--- src/rtl/tei_defines.svh ---
// constants for the trace event input resources block
`ifndef TEI_DEFINES_SVH
`define TEI_DEFINES_SVH

// ---------------------------------------------------------------------
// implemented resource counts
// ---------------------------------------------------------------------
`define TEI_NUM_INSTR        3'h4
`define TEI_NUM_EXT_IN       3'h4
`define TEI_NUM_SEL          3'h4
`define TEI_XBUS_W           8'h08
`define TEI_HAS_SECURITY     1'b1

// ---------------------------------------------------------------------
// configuration field positions
// ---------------------------------------------------------------------
`define TEI_CCER_INSTR_HI    15
`define TEI_CCER_INSTR_LO    13
`define TEI_CCER_XBUS_HI     10
`define TEI_CCER_XBUS_LO     3
`define TEI_CCER_SEL_HI      2
`define TEI_CCER_SEL_LO      0
`define TEI_CCR_EXTERNAL_EVENT_INPUT_HI     19
`define TEI_CCR_EXTERNAL_EVENT_INPUT_LO     17
`define TEI_SEL_FIELD_W      8

// ---------------------------------------------------------------------
// hint decode and resource selection encoding
// ---------------------------------------------------------------------
`define TEI_HINT_GRP_SET     2'h0
`define TEI_HINT_GRP_CLR     2'h1
`define TEI_HINT_GRP_PULSE   2'h2
`define TEI_HINT_LAST        4'hb
`define TEI_RES_TYPE_INSTR   7'h11
`define TEI_RES_IDX_FIRST    4'h8
`define TEI_RES_IDX_LAST     4'hb

`endif

--- src/rtl/tei_pkg.sv ---
// types for the trace event input resources block
package tei_pkg;

  // -------------------------------------------------------------------
  // state of the top module
  // -------------------------------------------------------------------
  typedef struct packed {
    logic [3:0]  instr_ff;
    logic [3:0]  instr_res_ff;
    logic [3:0]  ext_meta_ff;
    logic [3:0]  ext_sync_ff;
    logic [3:0]  ext_res_ff;
    logic        ns_res_ff;
    logic        prohib_res_ff;
    logic        true_res_ff;
    logic        seen_wp_ff;
    logic        res_sel_ff;
    logic [31:0] ccer_ff;
    logic [31:0] ccr_ff;
  } tei_main_state_type;

  // -------------------------------------------------------------------
  // state of the extended input selectors
  // -------------------------------------------------------------------
  typedef struct packed {
    logic [7:0] bus_meta_ff;
    logic [7:0] bus_sync_ff;
    logic [3:0] sel_res_ff;
  } tei_sel_state_type;

endpackage

--- src/rtl/tei_ext_sel.sv ---
// extended external input selectors
`timescale 1ns/1ps
`include "tei_defines.svh"

module tei_ext_sel (
  input  wire logic        ref_clk,
  input  wire logic        srst,
  input  wire logic [7:0]  ext_bus,
  input  wire logic [31:0] ext_input_select_reg,
  output logic      [3:0]  sel_res
);
  import tei_pkg::*;

  tei_sel_state_type st_ff;
  tei_sel_state_type nxt_st;
  logic [3:0]        pick;

  // -------------------------------------------------------------------
  // one selector per field; out of range index reads low
  // -------------------------------------------------------------------
  for (genvar g = 0; g < 4; g++) begin : g_sel
    logic [7:0] idx;
    assign idx = ext_input_select_reg[g*`TEI_SEL_FIELD_W +: 8];
    assign pick[g] = (idx < `TEI_XBUS_W) ?
                     st_ff.bus_sync_ff[idx[2:0]] : 1'b0; // [RULE12]
  end

  // -------------------------------------------------------------------
  // next state
  // -------------------------------------------------------------------
  always_comb begin
    nxt_st             = st_ff;
    nxt_st.bus_meta_ff = ext_bus;
    nxt_st.bus_sync_ff = st_ff.bus_meta_ff;
    nxt_st.sel_res_ff  = pick; // [RULE12]
  end

  always_ff @(posedge ref_clk) begin
    if (srst) begin
      st_ff <= '0;
    end else begin
      st_ff <= nxt_st;
    end
  end

  assign sel_res = st_ff.sel_res_ff;

endmodule

--- src/rtl/tei_event_inputs.sv ---
// trace event input resources: instrumentation, inputs, state flags
`timescale 1ns/1ps
`include "tei_defines.svh"

// Summary of operation
// [RULE1] up to four instrumentation resources; count in ext config 15:13
// [RULE2] set makes resource active now and until cleared
// [RULE3] clear makes resource inactive now and until set or pulsed
// [RULE4] pulse is active in execution cycle only, even if already set
// [RULE5] privileged-only bit blocks hint effects outside privileged mode
// [RULE6] instrumentation resources selected by type 0x11, index 8 to 11
// [RULE7] hint 0-3 set, 4-7 clear, 8-b pulse resources 1 to 4
// [RULE8] hint values above 0xb change nothing
// [RULE9] parallel hints act in program order; any activation shows this cycle
// [RULE10] group set stays until later clear; next clear limits to one cycle
// [RULE11] four external inputs, count shown in config 19:17
// [RULE12] selectors drive resources from chosen bus bit
// [RULE13] ext config shows bus width in 10:3, selector count in 2:0
// [RULE14] non-secure resource true while core runs non-secure
// [RULE15] non-secure resource false until first waypoint traced
// [RULE16] trace-prohibited resource true while tracing prohibited
// [RULE17] trace-prohibited resource true until first waypoint traced
// [RULE18] constant true resource always present
// [RULE19] external inputs give imprecise trace control for software
module tei_event_inputs (
  input  wire logic        ref_clk,
  input  wire logic        srst,
  input  wire logic        hint_vld_0,
  input  wire logic [3:0]  hint_val_0,
  input  wire logic        hint_vld_1,
  input  wire logic [3:0]  hint_val_1,
  input  wire logic        core_priv,
  input  wire logic        instr_priv_only,
  input  wire logic        core_nonsecure,
  input  wire logic        trace_prohibited,
  input  wire logic        trace_enabled,
  input  wire logic        waypoint_traced,
  input  wire logic [3:0]  external_event_input,
  input  wire logic [7:0]  ext_bus,
  input  wire logic [31:0] ext_input_select_reg,
  input  wire logic [6:0]  res_sel_type,
  input  wire logic [3:0]  res_sel_index,
  output logic      [3:0]  instr_res,
  output logic      [3:0]  ext_in_res,
  output logic      [3:0]  ext_sel_res,
  output logic             nonsecure_res,
  output logic             prohibited_res,
  output logic             true_res,
  output logic             res_sel_active,
  output logic      [31:0] config_code_ext_reg,
  output logic      [31:0] config_code_reg
);
  import tei_pkg::*;

  tei_main_state_type st_ff;
  tei_main_state_type nxt_st;
  logic               hint_ok;
  logic [3:0]         held;

  // -------------------------------------------------------------------
  // hint gating
  // -------------------------------------------------------------------
  // with no resources built the control bit has nothing to guard
  assign hint_ok = (`TEI_NUM_INSTR == 3'h0) ||
                   !instr_priv_only || core_priv; // [RULE5]
  assign held    = st_ff.instr_ff;

  // -------------------------------------------------------------------
  // next state
  // -------------------------------------------------------------------
  always_comb begin
    logic [3:0] seq;
    logic [3:0] act;
    logic [1:0] vld;
    logic [3:0] hv [2];
    seq    = st_ff.instr_ff;
    act    = 4'h0;
    vld    = {hint_vld_1, hint_vld_0};
    hv[0]  = hint_val_0;
    hv[1]  = hint_val_1;
    nxt_st = st_ff;
    // slot 0 is older in program order, so it is applied first
    for (int s = 0; s < 2; s++) begin // [RULE9]
      if (vld[s] && hint_ok && hv[s] <= `TEI_HINT_LAST) begin // [RULE8]
        unique case (hv[s][3:2]) // [RULE7]
          `TEI_HINT_GRP_SET: begin
            seq[hv[s][1:0]] = 1'b1; // [RULE2]
            act[hv[s][1:0]] = 1'b1;
          end
          `TEI_HINT_GRP_CLR: begin
            seq[hv[s][1:0]] = 1'b0; // [RULE3]
          end
          default: begin
            seq[hv[s][1:0]] = 1'b0; // [RULE4]
            act[hv[s][1:0]] = 1'b1;
          end
        endcase
      end
    end
    nxt_st.instr_ff     = seq; // [RULE10]
    nxt_st.instr_res_ff = seq | act; // [RULE9]

    nxt_st.ext_meta_ff = external_event_input;
    nxt_st.ext_sync_ff = st_ff.ext_meta_ff;
    // inputs are not tied to memory accesses, so they are imprecise
    nxt_st.ext_res_ff  = st_ff.ext_sync_ff; // [RULE11] [RULE19]

    if (waypoint_traced) begin
      nxt_st.seen_wp_ff = 1'b1;
    end
    if (trace_enabled && !st_ff.seen_wp_ff) begin
      nxt_st.ns_res_ff     = 1'b0; // [RULE15]
      nxt_st.prohib_res_ff = 1'b1; // [RULE17]
    end else begin
      nxt_st.ns_res_ff     = `TEI_HAS_SECURITY & core_nonsecure; // [RULE14]
      nxt_st.prohib_res_ff = trace_prohibited; // [RULE16]
    end
    nxt_st.true_res_ff = 1'b1; // [RULE18]

    nxt_st.res_sel_ff = (res_sel_type == `TEI_RES_TYPE_INSTR) &&
                        (res_sel_index >= `TEI_RES_IDX_FIRST) &&
                        (res_sel_index <= `TEI_RES_IDX_LAST) &&
                        st_ff.instr_res_ff[res_sel_index[1:0]]; // [RULE6]

    nxt_st.ccer_ff = 32'h0;
    nxt_st.ccer_ff[`TEI_CCER_INSTR_HI:`TEI_CCER_INSTR_LO] =
      `TEI_NUM_INSTR; // [RULE1]
    nxt_st.ccer_ff[`TEI_CCER_XBUS_HI:`TEI_CCER_XBUS_LO] =
      `TEI_XBUS_W; // [RULE13]
    nxt_st.ccer_ff[`TEI_CCER_SEL_HI:`TEI_CCER_SEL_LO] =
      `TEI_NUM_SEL; // [RULE13]
    nxt_st.ccr_ff = 32'h0;
    nxt_st.ccr_ff[`TEI_CCR_EXTERNAL_EVENT_INPUT_HI:`TEI_CCR_EXTERNAL_EVENT_INPUT_LO] =
      `TEI_NUM_EXT_IN; // [RULE11]
  end

  always_ff @(posedge ref_clk) begin
    if (srst) begin
      st_ff               <= '0;
      st_ff.prohib_res_ff <= 1'b1;
      st_ff.true_res_ff   <= 1'b1;
    end else begin
      st_ff <= nxt_st;
    end
  end

  // -------------------------------------------------------------------
  // extended input selectors
  // -------------------------------------------------------------------
  tei_ext_sel u_sel (
    .ref_clk              (ref_clk),
    .srst                 (srst),
    .ext_bus              (ext_bus),
    .ext_input_select_reg (ext_input_select_reg),
    .sel_res              (ext_sel_res)
  );

  // -------------------------------------------------------------------
  // outputs
  // -------------------------------------------------------------------
  assign instr_res           = st_ff.instr_res_ff;
  assign ext_in_res          = st_ff.ext_res_ff;
  assign nonsecure_res       = st_ff.ns_res_ff;
  assign prohibited_res      = st_ff.prohib_res_ff;
  assign true_res            = st_ff.true_res_ff;
  assign res_sel_active      = st_ff.res_sel_ff;
  assign config_code_ext_reg = st_ff.ccer_ff;
  assign config_code_reg     = st_ff.ccr_ff;

  logic touch0;
  logic quiet;
  assign touch0 = hint_ok &&
    ((hint_vld_0 && hint_val_0 <= 4'hb && hint_val_0[1:0] == 2'h0) ||
     (hint_vld_1 && hint_val_1 <= 4'hb && hint_val_1[1:0] == 2'h0));
  assign quiet  = (!hint_vld_0 || hint_val_0 > 4'hb) &&
                  (!hint_vld_1 || hint_val_1 > 4'hb);
endmodule

--- config.mk ---
export PLATFORM = sky130hd
export DESIGN_NAME = tei_event_inputs
export DESIGN_NICKNAME = d
export VERILOG_FILES = /design/src/rtl/tei_pkg.sv /design/src/rtl/tei_ext_sel.sv /design/src/rtl/tei_event_inputs.sv
export VERILOG_INCLUDE_DIRS = /design/src /design/src/rtl
export SDC_FILE = /design/constraint.sdc
export NUM_CORES = 1
export LEC_CHECK = 0
export BUFFER_PORTS_ARGS = -buffer_cell sky130_fd_sc_hd__clkbuf_2
export CORE_UTILIZATION = 35
export DETAILED_ROUTE_END_ITERATION = 12
export GPL_ROUTABILITY_DRIVEN = 0
export PLACE_DENSITY = 0.65
export SYNTH_ARGS = -nofsm -noshare
export SYNTH_HDL_FRONTEND = slang
export SYNTH_SLANG_ARGS = --single-unit
--- constraint.sdc ---
create_clock -name ref_clk -period 1.6 [get_ports ref_clk]
set_clock_uncertainty 0.15 [all_clocks]
set_input_delay 0.32 -clock ref_clk [delete_from_list [all_inputs] [get_ports ref_clk]]
set_output_delay 0.32 -clock ref_clk [all_outputs]
set_load 0.005 [all_outputs]
# Word level (Yosys, flattened, before mapping)
# Cells that the tools add are included.
# totals
reg_bits,109
out_inout_bits,80
wordCells,93
# op_classes
order_cmp,17
n_eq_ne,3
muxes,23
n_bitwise,12
reduce_logical,20
# op_table
operator,count
48-bit 2-to-1 mux,1
8-bit by 4-bit less-than comparator with 1-bit output (second input constant),4
4-bit 2-to-1 mux,8
3-bit by 4-bit less-than comparator with 1-bit output (second input constant),4
4-bit OR,4
1-bit binary-select mux with 3-bit select,4
4-bit <= comparator (second input constant),3
1-bit logical AND,10
2-bit OR reduction,5
2-bit by 3-bit less-than comparator with 1-bit output (second input constant),3
4-bit AND,2
4-bit inverter,2
7-bit by 5-bit == test with 1-bit output (second input constant),1
1-bit 2-to-1 mux,7
1-bit demux with 2-bit select,2
2-bit by 1-bit == test with 1-bit output (second input constant),2
2-bit by 1-bit >= comparator with 1-bit output (second input constant),2
4-bit >= comparator (second input constant),1
2-bit logical NOT,2
1-bit inverter,4
1-bit binary-select mux with 2-bit select,1
1-bit logical NOT,2
1-bit logical OR,1

# Longest topological paths before layout
# Gate-level depths: netlist of the first run.
# depth
word_depth,12
depth_mapped,4
ltp_nobuf,4

# Hierarchy
# From an unflattened synthesis of the first run, not the netlist that was laid out.
# unflattened
hier_cells,235
hier_area_um2,2457.4
# modules_own_cells
mod,n_inst,cells_per_inst,area_per_inst_um2
tei_event_inputs,1,173,1599.0
tei_ext_sel,1,62,858.3

# Worst setup path before layout of the first run
# OpenSTA, ideal clock, no wires.
# synth_timing
path_kind,in2reg
start,in hint_val_1[3]
end,reg st_ff (netlist bit instr_res[2])
setup_ps,134
arrival_time_ps,1080
required_ps,1316
slack_ps,236
stages,4
cell_sequence,a21o_1 > nor3_1 > a21boi_0 > a221oi_2
# synth_between
elab_chain_len,4
word_cells_on_any_way,9
cone_classes,order compare: 1; eq/ne: 1; mux: 4; bitwise: 1; reduce/logical: 2
# synth_lines
item,line_no,rtl
from (decl),tei_event_inputs.sv:31,"input wire logic [3:0] hint_val_1,"
"4-bit <= comparator, or another cell as far along",n/a,
1-bit logical AND (no line) / 4-bit 2-to-1 mux (equally long branches),n/a,
4-bit 2-to-1 mux,tei_event_inputs.sv:84,if (vld[s] && hint_ok && hv[s] <= `TEI_HINT_LAST) begin
4-bit OR (*),tei_event_inputs.sv:101,nxt_st.instr_res_ff = seq | act;
to (signal assigned),tei_event_inputs.sv:143,st_ff <= nxt_st;
to (decl),tei_event_inputs.sv:55,tei_main_state_type st_ff;
# Every way passes the cells marked *; elsewhere a longest branch is shown, timed or not.
# A chain may end at the register's enable or synchronous reset.

# Worst setup path in the final report of the first run
# layout_timing
start,reg u_sel.st_ff[11] in the netlist's numbering
end,reg u_sel.st_ff (netlist bit u_sel.sel_res[3])
# layout_between
elab_chain_len,2
# layout_lines
item,line_no,rtl
from (decl),tei_ext_sel.sv:14,tei_sel_state_type st_ff;
from (signal assigned),tei_ext_sel.sv:42,st_ff <= nxt_st;
1-bit binary-select mux with 3-bit select,tei_ext_sel.sv:25,st_ff.bus_sync_ff[idx[2:0]] : 1'b0;
1-bit 2-to-1 mux (not written as such),tei_ext_sel.sv:25,
# No other way between the ends. The select of a mux whose other input is x is not followed.

==> results of run 1 <==
## worst paths after layout
| kind | startpoint | endpoint | slack, ns | depth (start not counted) |
|---|---|---|---|---|
| max reg2reg | u_sel.st_ff[11] | u_sel.sel_res[3] | 0.27 | 3 |
| min reg2reg | u_sel.nxt_st[8] | u_sel.st_ff[8] | 0.29 | 1 |
| max | u_sel.st_ff[11] | u_sel.sel_res[3] | 0.27 | 3 |
| min | ext_input_select_reg[21] | u_sel.sel_res[2] | 0.03 | 2 |
## cell type report
type | count | area, um^2
sequential | 45 | 901
clock buffer | 5 | 68.8
fill | 646 | 3750
timing repair buffer | 95 | 485
tap | 77 | 96.3
clock inverter | 3 | 50.0
multi-input combinational | 163 | 1130
inverter | 3 | 11.3
## worst max-delay path: stages, from the launching register on
cell,delay [ns]
sky130_fd_sc_hd__dfxtp_1,0.35
sky130_fd_sc_hd__mux4_2,0.48
sky130_fd_sc_hd__mux2i_1,0.18
sky130_fd_sc_hd__nor4_1,0.07
## through the flow
| step | area (um^2) | power [mW] | hold slack (ns) |
|---|---|---|---|
| after floorplan | 2630 | 1.51 | 0.247 |
| after CTS | 2740 | 2.42 | 0.0190 |
| after global placement | 2620 | 1.53 | 0.265 |
| final | 2740 | 2.39 | 0.0312 |
| after detailed placement | 2620 | 1.54 | 0.271 |
| after global routing | 2740 | 2.51 | 0.0196 |
## cells in the mapped netlist (all sizes together) (3+ instances only)
library cell	count
dfxtp	45
mux2i	4
nor3	3
nand2b	3
nand2	7
a221oi	6
nor2b	32
buf	78
a21boi	4
nand4	4
clkbuf	3
or4	4
nor4	5
mux4	9
a211oi	6
inv	3
nor2	4
## per-layer routing
layer	vias to the layer above	share of wire	global-route usage	wire length [um]
li1	822	-	-	-
met1	758	0.41	0.140	1750
met2	83	0.53	0.221	2300
met3	5	0.048	0.0175	205
met4	0	0.013	0.0462	56
met5	-	0	0	0
## cell families after synthesis
group / count (synthesis)
DFF: 45
muxes: 13
other: 2
buffers and inverters: 84
and+or+nand+nor: 69
AOI/OAI and AO/OA: 20
## power breakdown
| part | internal (mW) | leakage, nW | switching, mW | total (mW) |
|---|---|---|---|---|
| sequential | 1.17 | 0.370 | 0.0204 | 1.19 |
| clock | 0.479 | 0.0603 | 0.401 | 0.879 |
| combinational | 0.164 | 0.871 | 0.158 | 0.323 |
| total | 1.81 | 1.30 | 0.579 | 2.39 |
==> flow_metrics.env, run 1 <==
export IMPL_run_status="complete, no violations"
export IMPL_final_max_slew_viol_count=0
export IMPL_clkLatencyLatePin_ns=0.29
export IMPL_stdcell_count=391
export IMPL_cap_viol_max_count=0
export IMPL_die_w_um=85.0
export IMPL_layout_cells_most_common="sky130_fd_sc_hd__clkbuf_2"
export IMPL_cts_clk_slew_worst_paths_ns=0.09
export IMPL_leakagePower_nw=1.30
export IMPL_worst_setup_path_type="reg -> reg"
export IMPL_synth_top_family_by_area="buffers and inverters"
export IMPL_clock_tree_htree_level_count=2
export IMPL_tritoncts_num_buffers=5
export IMPL_timing_critical_path_arrival_ns=1.36
export IMPL_post_route_drc_count=0
export IMPL_vdd_ir_drop_max_mv=0.534
export IMPL_grt_max_degree=29
export IMPL_post_dp_hpwl_um=3550
export IMPL_floorplan_initialDensity=0.371
export IMPL_die_height_um=85.0
export IMPL_number_of_iterations_in_the_first_detailed_routing_pass=4
export IMPL_timing_critical_path_required_ns=1.63
export IMPL_crit_path_end_kind="register"
export IMPL_post_synth_cell_area_avg_um2=10.4
export IMPL_avgRoutedWirePerCell_um=11.0
export IMPL_async_flop_share=0
export IMPL_cts_tree="done"
export IMPL_fin_crit_sh=0.834
export IMPL_finalSetupViolations=0
export IMPL_synth_cells=233
export IMPL_commonest_cells_after_routing_fill_and_taps_aside="sky130_fd_sc_hd__clkbuf_2, sky130_fd_sc_hd__conb_1, sky130_fd_sc_hd__dfxtp_1"
export IMPL_power_density_nw_per_um2=872
export IMPL_avgViaCountPerCell=4.27
export IMPL_placeableCoreArea_um2=6490
export IMPL_timing_final_ws_setup_ns=0.266
export IMPL_n_antenna_cell=0
export IMPL_clock_sinks=45
export IMPL_std_cell_rows=29
export IMPL_post_synth_top_area_fraction=0.373
export IMPL_ctsRootBufferMaster="sky130_fd_sc_hd__clkbuf_8"
export IMPL_cts_path_max_buffers=2
export IMPL_postSynthRegisterBits=45
export IMPL_portBuffers=91
export IMPL_number_of_hold_violations_in_the_final_report=0
export IMPL_placed_cells_incl_taps=383
export IMPL_first_iter_violations=25
export IMPL_pre_cts_setup_slack_ns=-0.0526
export IMPL_number_of_antenna_violations_at_the_first_check_in_global_routing=0
export IMPL_finish_utilization=0.422
export IMPL_final_layout_setup_total_negative_slack_ns=0
export IMPL_grt_pass1_wl_um=6870
export IMPL_vias=1668
export IMPL_share_of_the_synthesized_area_in_compound_gates_ao_oa_aoi_oai=0.0830
export IMPL_layout_drive_gt1_share=0.398
export IMPL_cts_hold_buffers_added=0
export IMPL_vias_in_the_first_global_route=1477
export IMPL_achievable_frequency_mhz=750
export IMPL_gr_usage_all_layers=0.120
export IMPL_synth_area_mux_share=0.101
export IMPL_netlist_cell_types=34
export IMPL_cts_repair_timing_setup_buffer_count=0
export IMPL_synth_top_cells_by_area="sky130_fd_sc_hd__dfxtp_1, sky130_fd_sc_hd__buf_4, sky130_fd_sc_hd__mux4_2"
export IMPL_hold_class="in -> reg"
export IMPL_ys_dominant_reg_cell="sky130_fd_sc_hd__dfxtp_1"
export IMPL_ys_warn_count=0
export IMPL_cts_resized=0
export IMPL_synth_xor_area_frac=0
export IMPL_ant_nets=0
export IMPL_crit_path_start_kind="register"
export IMPL_adder_cell_area_share_of_the_yosys_netlist=0
export IMPL_rsz0062_at_grt="no"
export IMPL_synth_edff_count=0
export IMPL_dieArea_um2=7230
export IMPL_synth_largest_area_cell="sky130_fd_sc_hd__dfxtp_1"
export IMPL_synth_seq_area_share=0.373
export IMPL_final_nets=386
export IMPL_floorplan_io_pins=153
export IMPL_simple_gate_fraction_of_synth_area=0.189
export IMPL_overflow=0
export IMPL_synthesis_area_um2=2410
export IMPL_worstPathMaxFanout=4
export IMPL_syn2layout_area_growth_pct=13.6
export IMPL_wirelength_um=4310
export IMPL_period_needed_ns=1.33
Power figures use the tool's default switching activity.
==> run 2, diff against run 1 <==
--- a/config.mk
+++ b/config.mk
@@ -10,7 +10,7 @@
 export CORE_UTILIZATION = 35
 export DETAILED_ROUTE_END_ITERATION = 12
 export GPL_ROUTABILITY_DRIVEN = 0
-export PLACE_DENSITY = 0.65
+export PLACE_DENSITY = 0.68
 export SYNTH_ARGS = -nofsm -noshare
 export SYNTH_HDL_FRONTEND = slang
 export SYNTH_SLANG_ARGS = --single-unit
==> constraint.sdc (replaced) <==
create_clock -name ref_clk -period 1.15 [get_ports ref_clk]
set_clock_uncertainty 0.15 [all_clocks]
set_input_delay 0.23 -clock ref_clk [delete_from_list [all_inputs] [get_ports ref_clk]]
set_output_delay 0.23 -clock ref_clk [all_outputs]
set_load 0.005 [all_outputs]
==> flow_metrics.env, run 2 (same netlist as run 1, synthesis figures left out) <==
export IMPL_die_height_um=85.0
export IMPL_cts_tree="done"
export IMPL_first_iter_violations=19
export IMPL_leakagePower_nw=1.46
export IMPL_achievable_frequency_mhz=748
export IMPL_clock_tree_htree_level_count=2
export IMPL_worstPathMaxFanout=4
export IMPL_overflow=0
export IMPL_final_design_area_no_fill_um2=3100
export IMPL_portBuffers=91
export IMPL_grt_max_degree=34
export IMPL_timing_critical_path_arrival_ns=1.37
export IMPL_worst_setup_path_type="reg -> reg"
export IMPL_whs_path_depth=2
export IMPL_gr_usage_all_layers=0.123
export IMPL_post_dp_hpwl_um=3440
export IMPL_placed_cells_incl_taps=391
export IMPL_regToRegSetupSlack_ns=-0.19
export IMPL_cts_repair_timing_setup_buffer_count=0
export IMPL_number_of_iterations_in_the_first_detailed_routing_pass=4
export IMPL_final_max_slew_viol_count=0
export IMPL_cap_viol_max_count=0
export IMPL_clkLatencyLatePin_ns=0.30
export IMPL_ctsRootBufferMaster="sky130_fd_sc_hd__clkbuf_8"
export IMPL_placeableCoreArea_um2=6490
export IMPL_timing_rr_end="u_sel.sel_res[3]"
export IMPL_clock_sinks=45
export IMPL_grt_pass1_wl_um=7000
export IMPL_tritoncts_num_buffers=5
export IMPL_number_of_antenna_violations_at_the_first_check_in_global_routing=0
export IMPL_floorplan_initialDensity=0.371
export IMPL_finalSetupViolations=9
export IMPL_timing_critical_path_required_ns=1.19
export IMPL_cts_clk_slew_worst_paths_ns=0.09
export IMPL_number_of_hold_violations_in_the_final_report=0
export IMPL_cts_path_max_buffers=2
export IMPL_vias_in_the_first_global_route=1618
export IMPL_crit_path_end_kind="register"
export IMPL_final_nets=416
export IMPL_min_from="external_event_input[0]"
export IMPL_layout_drive_gt1_share=0.451
export IMPL_period_needed_ns=1.34
export IMPL_commonest_cells_after_routing_fill_and_taps_aside="sky130_fd_sc_hd__clkbuf_2, sky130_fd_sc_hd__conb_1, sky130_fd_sc_hd__dfxtp_1"
export IMPL_postPlaceCellArea_um2=2690
export IMPL_avgRoutedWirePerCell_um=11.2
export IMPL_rsz0062_at_grt="yes"
export IMPL_n_antenna_cell=0
export IMPL_crit_path_start_kind="register"
export IMPL_avgViaCountPerCell=4.26
export IMPL_dieArea_um2=7230
export IMPL_die_w_um=85.0
export IMPL_post_route_drc_count=0
export IMPL_vias=1795
export IMPL_reg2reg_depth=3
export IMPL_run_status="finished with violations"
export IMPL_fin_crit_sh=1.16
export IMPL_ant_nets=0
export IMPL_power_total_mw=3.45
export IMPL_vdd_ir_drop_max_mv=0.866
export IMPL_wirelength_um=4710
export IMPL_floorplan_io_pins=153
export IMPL_hold_class="in -> reg"
export IMPL_final_layout_setup_total_negative_slack_ns=-0.690
export IMPL_stdcell_count=421
export IMPL_hold_path_endpoint="nxt_st[73]"
export IMPL_regToRegStartpoint="u_sel.st_ff[11]"
export IMPL_layout_cells_most_common="sky130_fd_sc_hd__clkbuf_2"
export IMPL_syn2layout_area_growth_pct=28.4
export IMPL_fillCellCount=620
export IMPL_violations_in_the_final_reports="negative setup slack"
export IMPL_power_density_nw_per_um2=1110
export IMPL_std_cell_rows=29
export IMPL_timing_final_ws_setup_ns=-0.187
## run 2: repair_timing
| action | in CTS | in global routing |
|---|---|---|
| pin swaps | 0 | 7 |
| gates resized for setup | 10 | 17 |
| hold buffers | 22 | 0 |
| setup endpoints to repair | 15 | 18 |
| endpoints found under the hold margin | 18 | 0 |
## run 2: worst max-delay path by stage
| stage | startpoint | to | depth (start not counted) |
|---|---|---|---|
| floorplan | hint_val_0[2] | instr_res[3] | 4 |
| global placement | core_priv | instr_res[1] | 5 |
| detailed placement | core_priv | instr_res[1] | 5 |
| CTS | u_sel.st_ff[11] | u_sel.sel_res[3] | 3 |
| global route | u_sel.st_ff[11] | u_sel.sel_res[3] | 3 |
| finish | u_sel.st_ff[11] | u_sel.sel_res[3] | 3 |
## run 2: layout make-up
cell class / count / area [um^2] / share of cell area
Multi-Input combinational cell: 163 / 1170 / 0.379
Clock buffer: 5 / 68.8 / 0.0222
Inverter: 3 / 11.3 / 0.00364
Sequential cell: 45 / 916 / 0.296
Clock inverter: 3 / 50.0 / 0.0162
Timing Repair Buffer: 125 / 782 / 0.253
Tap cell: 77 / 96.3 / 0.0311
## run 2: per-stage QoR
step,hold WS (ns),utilization,setup slack [ns]
final,0.00208,0.477,-0.187
after global routing,0.00122,0.477,-0.228
after CTS,0.000316,0.470,-0.205
after detailed placement,0.247,0.415,-0.309
after global placement,0.246,0.415,-0.286
after floorplan,0.157,-,-0.0697
## run 2: worst max-delay path, stage by stage (launching register included)
cell	delay, ns
sky130_fd_sc_hd__dfxtp_2	0.35
sky130_fd_sc_hd__mux4_2	0.48
sky130_fd_sc_hd__mux2i_2	0.18
sky130_fd_sc_hd__nor4_1	0.07
## run 2: routing by layer
metal  track usage  up-vias  wire length, um
met5             0        -                0
met4        0.0570        0               72
li1              -      889                -
met3        0.0233        6              236
met1         0.131      814             1830
met2         0.234       86             2570
## run 2: power by group
group | internal [mW] | switching, mW
combinational | 0.306 | 0.247
sequential | 1.63 | 0.0291
clock | 0.666 | 0.572
total | 2.60 | 0.847
